<file path="src/fcd_pkg.sv">
// Package for the flash clock divider: register layout, reset values, divider constants.
// Assumes a single bus-rate clock domain and a two-register space (control and status).
package fcd_pkg;

  // ----------------------------------------
  // Register map
  // ----------------------------------------
  localparam logic [3:0] FCD_ADDR_CTRL = 4'h0;
  localparam logic [3:0] FCD_ADDR_STATUS = 4'h1;

  // ----------------------------------------
  // Control register fields
  // ----------------------------------------
  localparam int FCD_LOADED_BIT = 7;
  localparam int FCD_PRESCALE_BIT = 6;
  localparam int FCD_DIV_MSB = 5;
  localparam int FCD_DIV_W = 6;

  // ----------------------------------------
  // Reset values
  // ----------------------------------------
  localparam logic FCD_RST_PRESCALE = 1'b0;
  localparam logic [5:0] FCD_RST_DIV = 6'h00;
  localparam logic FCD_RST_LOADED = 1'b0;

  // ----------------------------------------
  // Divider constants
  // ----------------------------------------
  localparam logic [2:0] FCD_PRESCALE_LAST = 3'h7;
  localparam int FCD_CLK_MHZ = 100;

  // ----------------------------------------
  // Sequencer request states
  // ----------------------------------------
  typedef enum logic [2:0] {
    FCD_IDLE = 3'b001,
    FCD_RUN = 3'b010,
    FCD_DONE = 3'b100
  } fcd_state_e;

endpackage

</file>
<file path="src/fcd_divider.sv">
// Flash clock divider with control register and timed-operation gate.
// Assumes bus-rate clock, plain register port, and a sequencer that asks for n ticks.
`timescale 1ns/1ps
module fcd_divider (
  // Clock and reset
  input wire logic clock,
  input wire logic sys_rst,
  // Register port
  input wire logic [3:0] reg_addr,
  input wire logic [7:0] reg_wdata,
  input wire logic reg_wr,
  input wire logic reg_rd,
  output logic [7:0] reg_rdata,
  // Sequencer request
  input wire logic op_start,
  input wire logic [15:0] op_pulses,
  output logic op_accept,
  output logic op_refused,
  output logic op_busy,
  output logic op_done,
  // Flash timing
  output logic flash_timing_clock,
  output logic flash_tick,
  output logic program_enable
);

  // ----------------------------------------
  // Control register
  // ----------------------------------------
  logic prescale_by_eight_r;
  logic [5:0] clock_divisor_field_r;
  logic divisor_loaded_flag_r;
  logic [7:0] reg_rdata_r;
  logic op_busy_r;
  logic op_done_r;

  wire ctrl_wr = reg_wr && (reg_addr == fcd_pkg::FCD_ADDR_CTRL);
  wire [7:0] ctrl_val = {divisor_loaded_flag_r, prescale_by_eight_r, clock_divisor_field_r};
  wire [7:0] status_val = {5'h00, op_done_r, op_busy_r, divisor_loaded_flag_r};
  wire [7:0] rd_mux = (reg_addr == fcd_pkg::FCD_ADDR_CTRL) ? ctrl_val :
                      (reg_addr == fcd_pkg::FCD_ADDR_STATUS) ? status_val : 8'h00;

  always_ff @(posedge clock) begin
    if (sys_rst) begin
      prescale_by_eight_r <= fcd_pkg::FCD_RST_PRESCALE;
      clock_divisor_field_r <= fcd_pkg::FCD_RST_DIV;
      divisor_loaded_flag_r <= fcd_pkg::FCD_RST_LOADED;
    end else if (ctrl_wr) begin
      prescale_by_eight_r <= reg_wdata[fcd_pkg::FCD_PRESCALE_BIT];
      clock_divisor_field_r <= reg_wdata[fcd_pkg::FCD_DIV_MSB:0];
      divisor_loaded_flag_r <= 1'b1;
    end
  end

  always_ff @(posedge clock) begin
    if (sys_rst) begin
      reg_rdata_r <= 8'h00;
    end else begin
      reg_rdata_r <= reg_rd ? rd_mux : 8'h00;
    end
  end
  assign reg_rdata = reg_rdata_r;

  // ----------------------------------------
  // Prescaler and divisor
  // ----------------------------------------
  // A new setting restarts both stages so no short pulse follows.
  logic pre_wrap;
  logic div_wrap;
  wire div_step = prescale_by_eight_r ? pre_wrap : 1'b1;

  fcd_counter #(.W(3)) u_pre (
    .clock(clock),
    .sys_rst(sys_rst),
    .step(1'b1),
    .restart(ctrl_wr),
    .last(fcd_pkg::FCD_PRESCALE_LAST),
    .wrap(pre_wrap)
  );

  fcd_counter #(.W(fcd_pkg::FCD_DIV_W)) u_div (
    .clock(clock),
    .sys_rst(sys_rst),
    .step(div_step && !ctrl_wr),
    .restart(ctrl_wr),
    .last(clock_divisor_field_r),
    .wrap(div_wrap)
  );

  // ----------------------------------------
  // Flash clock output
  // ----------------------------------------
  // One bus cycle tick per flash period; the level output toggles on each tick.
  logic tick_r;
  logic fclk_r;

  always_ff @(posedge clock) begin
    if (sys_rst) begin
      tick_r <= 1'b0;
      fclk_r <= 1'b0;
    end else begin
      tick_r <= div_wrap;
      fclk_r <= div_wrap ? !fclk_r : fclk_r;
    end
  end
  assign flash_tick = tick_r;
  assign flash_timing_clock = fclk_r;
  assign program_enable = divisor_loaded_flag_r;

  // ----------------------------------------
  // Operation timer
  // ----------------------------------------
  fcd_pkg::fcd_state_e state_r;
  fcd_pkg::fcd_state_e state_nxt;
  logic [15:0] left_r;
  logic [15:0] left_nxt;

  wire start_ok = op_start && divisor_loaded_flag_r && (op_pulses != 16'h0000);
  assign op_accept = (state_r == fcd_pkg::FCD_IDLE) && start_ok;
  assign op_refused = op_start && !op_accept;

  always_comb begin
    state_nxt = state_r;
    left_nxt = left_r;
    unique case (state_r)
      fcd_pkg::FCD_IDLE: begin
        if (start_ok) begin
          state_nxt = fcd_pkg::FCD_RUN;
          left_nxt = op_pulses;
        end
      end
      fcd_pkg::FCD_RUN: begin
        if (tick_r) begin
          left_nxt = left_r - 16'h0001;
          if (left_r == 16'h0001) begin
            state_nxt = fcd_pkg::FCD_DONE;
          end
        end
      end
      fcd_pkg::FCD_DONE: begin
        state_nxt = fcd_pkg::FCD_IDLE;
      end
      default: begin
        state_nxt = fcd_pkg::FCD_IDLE;
      end
    endcase
  end

  always_ff @(posedge clock) begin
    if (sys_rst) begin
      state_r <= fcd_pkg::FCD_IDLE;
      left_r <= 16'h0000;
      op_busy_r <= 1'b0;
      op_done_r <= 1'b0;
    end else begin
      state_r <= state_nxt;
      left_r <= left_nxt;
      op_busy_r <= (state_nxt == fcd_pkg::FCD_RUN);
      op_done_r <= (state_nxt == fcd_pkg::FCD_DONE);
    end
  end
  assign op_busy = op_busy_r;
  assign op_done = op_done_r;

endmodule // fcd_divider

</file>
<file path="src/fcd_counter.sv">
// Wrap counter used for the divide-by-8 prescaler and the divisor stage.
// Assumes synchronous active-high reset on the bus clock.
`timescale 1ns/1ps
module fcd_counter #(
  parameter int W = 6
) (
  // Clock and reset
  input wire logic clock,
  input wire logic sys_rst,
  // Count control
  input wire logic step,
  input wire logic restart,
  input wire logic [W-1:0] last,
  // Result
  output logic wrap
);

  logic [W-1:0] cnt_r;
  logic [W-1:0] cnt_nxt;
  wire at_last = (cnt_r >= last);

  assign wrap = step && at_last;
  assign cnt_nxt = restart ? '0 : (!step ? cnt_r : (at_last ? '0 : cnt_r + 1'b1));

  always_ff @(posedge clock) begin
    if (sys_rst) begin
      cnt_r <= '0;
    end else begin
      cnt_r <= cnt_nxt;
    end
  end

endmodule // fcd_counter

</file>
<file path="config.mk">
export PLATFORM = sky130hd
export DESIGN_NAME = fcd_divider
export DESIGN_NICKNAME = d
export VERILOG_FILES = /design/src/fcd_pkg.sv /design/src/fcd_divider.sv /design/src/fcd_counter.sv
export SDC_FILE = /design/constraint.sdc
export NUM_CORES = 1
export LEC_CHECK = 0
export BUFFER_PORTS_ARGS = -buffer_cell sky130_fd_sc_hd__buf_2
export CAP_MARGIN = 20
export CORE_MARGIN = 2
export CORE_UTILIZATION = 53
export DETAILED_ROUTE_END_ITERATION = 7
export MAX_ROUTING_LAYER = met4
export PLACE_DENSITY = 0.77
export SYNTH_ARGS = -nofsm -noshare
export SYNTH_HDL_FRONTEND = slang
export SYNTH_HIERARCHICAL = 1
export SYNTH_SLANG_ARGS = --single-unit
</file>
<file path="constraint.sdc">
create_clock -name clock -period 6.9 [get_ports clock]
set_input_delay 1.38 -clock clock [delete_from_list [all_inputs] [get_ports clock]]
set_output_delay 1.38 -clock clock [all_outputs]
set_load 0.01 [all_outputs]
</file>
==> metrics.csv <==
stage,metric,value,unit
global_routing,largest net degree at the start of global routing,36,
floorplan,FP Rows,25,
layout,fin cells,420,
synthesis,register area share after synthesis,0.3708,
global_routing,initial antenna violation count,0,
route,Iter 0 DRT Violations,182,
floorplan,die height,73.92,um
layout,# nets final,398,
pwr,Lkg Pwr,1.228,nW
synthesis,area share of fa/ha/maj cells after synthesis,0.06277,
synthesis,"Cell Area, Synth",2591,um^2
layout,share of post-route cells with drive strength above 1,0.2096,
synthesis,largest family of logic cells by synthesized area,simple AND/OR/NAND/NOR gates,
place,routability cong.,0.7906,
layout,"commonest non-fill, non-tap cell in the layout",dfxtp_1,
setup_path,R2R Setup Slk,4.25,ns
synthesis,Netlist cell types,59,
clocking,clock sink count,48,
global_routing,GR Layer Usage met3,0.04938,
run_status,status,"complete, no violations",
sta,final clock skew,0.004958,ns
global_routing,vias in the first global route,2022,
global_routing,gr ovfl total,0,
pwr,Pwr Density,184.1,nW/um^2
sta,final worst slack,2.971,ns
clocking,CTS Hold Bufs,0,
pwr,Max IR drop VDD,0.09934,mV
setup_path,crit path DAT,2.55,ns
clocking,Clock Tree Buf Depth,2,
setup_path,crit path max fanout,5,
layout,Area Growth Syn to Fin,15.21,%
place,Post-DP HPWL,3892,um
clocking,CTS Buf Count,5,
synthesis,Post-synth EDFFs,0,
global_routing,GR Layer Usage met2,0.3512,
sta,final setup fails,0,
synthesis,Avg Synthesized Cell Area,8.468,um^2
synthesis,multiplexer share of the synthesized area,0.01545,
setup_path,WP data required,5.52,ns
clocking,worst-skew pair later-pin latency,0.31,ns
place,worst slack at placement,2.969,ns
sta,Pins Over Slew Limit,0,
synthesis,#FFs+latches synth,48,
layout,"Design Area, Final",2985,um^2
synthesis,Synth Instances,306,
sta,Final Hold Fails,0,
clocking,Post-CTS Resized,0,
layout,final core occ,0.6321,
clocking,Post-CTS Setup Bufs,0,
synthesis,Simple-Gate Fraction of Synth Area,0.2588,
place,placed cell area,2841,um^2
floorplan,die area,5464,um^2
route,drt drc,0,
floorplan,Die X,73.92,um
global_routing,first-pass GRT wire length,9135,um
hold_path,Hold Path Class,reg -> reg,
synthesis,Synth area leaders,"dfxtp_1 (37%), a21oi_1 (6.4%), ha_1 (6.3%), nand2_1 (4.8%), nor2_1 (2.8%)",
sta,post-layout min period,3.929,ns
sta,Max transition margin,0.3507,
place,buffers added on ports,46,
floorplan,Initial Util,0.5486,
clocking,CTS Root Cell,clkbuf_8,
synthesis,Syn. warnings,6,
clocking,CTS tree,built,
sta,Worst Tran Pin Value,0.9740,ns
clocking,H-tree levels,2,
global_routing,met1 usage,0.2805,
sta,final worst-path cycle share,0.5694,
setup_path,kind of critical path,in -> out,
synthesis,Synth area leader,dfxtp_1,
setup_path,startpoint types,input port,
synthesis,"Top FF cell, synth",dfxtp_1,
sta,Max Freq,254.5,MHz
setup_path,CP endpoint kind,primary output,
run,# Max-Cap Violations,0,
route,TritonRoute pass-1 iters,4,
route,mean routed wirelength per cell,13.08,um
sta,RSZ-0062 raised after global routing,false,
clocking,Worst-path clk slew,0.10,ns
layout,number of diodes,0,
floorplan,# IOs,48,
layout,most frequent cells in the layout,"dfxtp_1 (48), buf_2 (46), a21oi_1 (33), nand2_1 (33), nor2_1 (19)",
route,Post-DRT Antenna Nets,0,
route,via count,2299,
synthesis,XOR/XNOR share of the synthesized area,0.02028,
route,final wirelength,5494,um
global_routing,GR peak layer,met2,
synthesis,"FFs w/ async S/R, synth",0,
global_routing,gr usage total,0.2211,
sta,setup_tns,0,ns
place,Placed Cells,411,
synthesis,Synth Area in Compound Gates,0.2067,
floorplan,core box area,4723,um^2
synthesis,Synth top area share,0.3708,
route,Vias/cell,5.474,
## through the flow
| step | power [W] | hold slack (ns) |
|---|---|---|
| 6_report | 0.0005495 | 0.4783 |
| 5_1_grt | 0.0005720 | 0.5087 |
| 4_1_cts | 0.0005549 | 0.4827 |
| 3_5_place_dp | 0.0003424 | 0.4686 |
| 3_3_place_gp | 0.0003413 | 0.4575 |
| 2_1_floorplan | 0.0003248 | 0.4447 |
## final timing paths
check                        endpoint                     start  depth (start not counted)
max                        op_refused              op_pulses[3]                          6
min          clock_divisor_field_r[5]  clock_divisor_field_r[5]                          2
min reg2reg  clock_divisor_field_r[5]  clock_divisor_field_r[5]                          2
max reg2reg        flash_timing_clock            u_pre/cnt_r[0]                         11
## per-layer routing
metal	up-vias	routed length (um)
met3	4	251
met2	61	2565
li1	1162	-
met1	1072	2640
met5	-	0
met4	0	37
## worst max-delay path, cell delays in order
cell	delay, ns
buf_2	0.10
nor4_1	0.35
nand4_1	0.23
and2_1	0.25
nor2b_1	0.11
buf_2	0.13
## synthesized netlist by cell type (3+ instances only)
| cell type | number |
|---|---|
| nor3_2 | 3 |
| dfxtp_1 | 48 |
| nand2_1 | 33 |
| and2_1 | 7 |
| nor4_1 | 6 |
| buf_6 | 3 |
| o2111ai_1 | 3 |
| nor2_1 | 19 |
| a21o_1 | 5 |
| o21ai_0 | 12 |
| nor2b_1 | 4 |
| a21oi_1 | 33 |
| nand3b_1 | 3 |
| ha_1 | 13 |
| clkbuf_1 | 5 |
| buf_2 | 6 |
| nand4_1 | 5 |
| o21ai_1 | 3 |
| a211oi_1 | 3 |
| nand3_1 | 3 |
| xor2_1 | 3 |
| nand2b_1 | 6 |
| mux2i_1 | 4 |
| or2_2 | 3 |
| xnor2_1 | 3 |
| a31oi_1 | 3 |
| nor3_1 | 13 |
| inv_1 | 15 |
## power by group
group	internal [W]	total, W	switching, W	leakage (nW)
Clock	0.000109	0.000213	0.000104	0.0583
Combinational	0.0000226	0.0000509	0.0000283	0.782
Sequential	0.000281	0.000286	0.00000433	0.388
## sequential cells by signal, summed over array words and instances, names as in the netlist, 3 cells and up
register and count:
clock_divisor_field_r 6, u_pre/cnt_r 3, u_div/cnt_r 6, left_r 16, state_r 3, reg_rdata 8
## cells by family after synthesis
logic type	count (synthesis)
XOR/XNOR	6
flip-flops	48
multiplexers	4
AND/OR/NAND/NOR	120
AO/OA/AOI/OAI	80
buffers and inverters	34
other	1
adder cells (fa/ha/maj)	13
## cell type report
class                           count  area (um^2)
Multi-Input combinational cell    233         1499
Tap cell                           67        83.83
Fill cell                         407         1738
Timing Repair Buffer               48        265.3
Inverter                           16        60.06
Clock buffer                        5        68.82
Sequential cell                    48        960.9
Clock inverter                      3        47.55
Power figures use the tool's default switching activity.
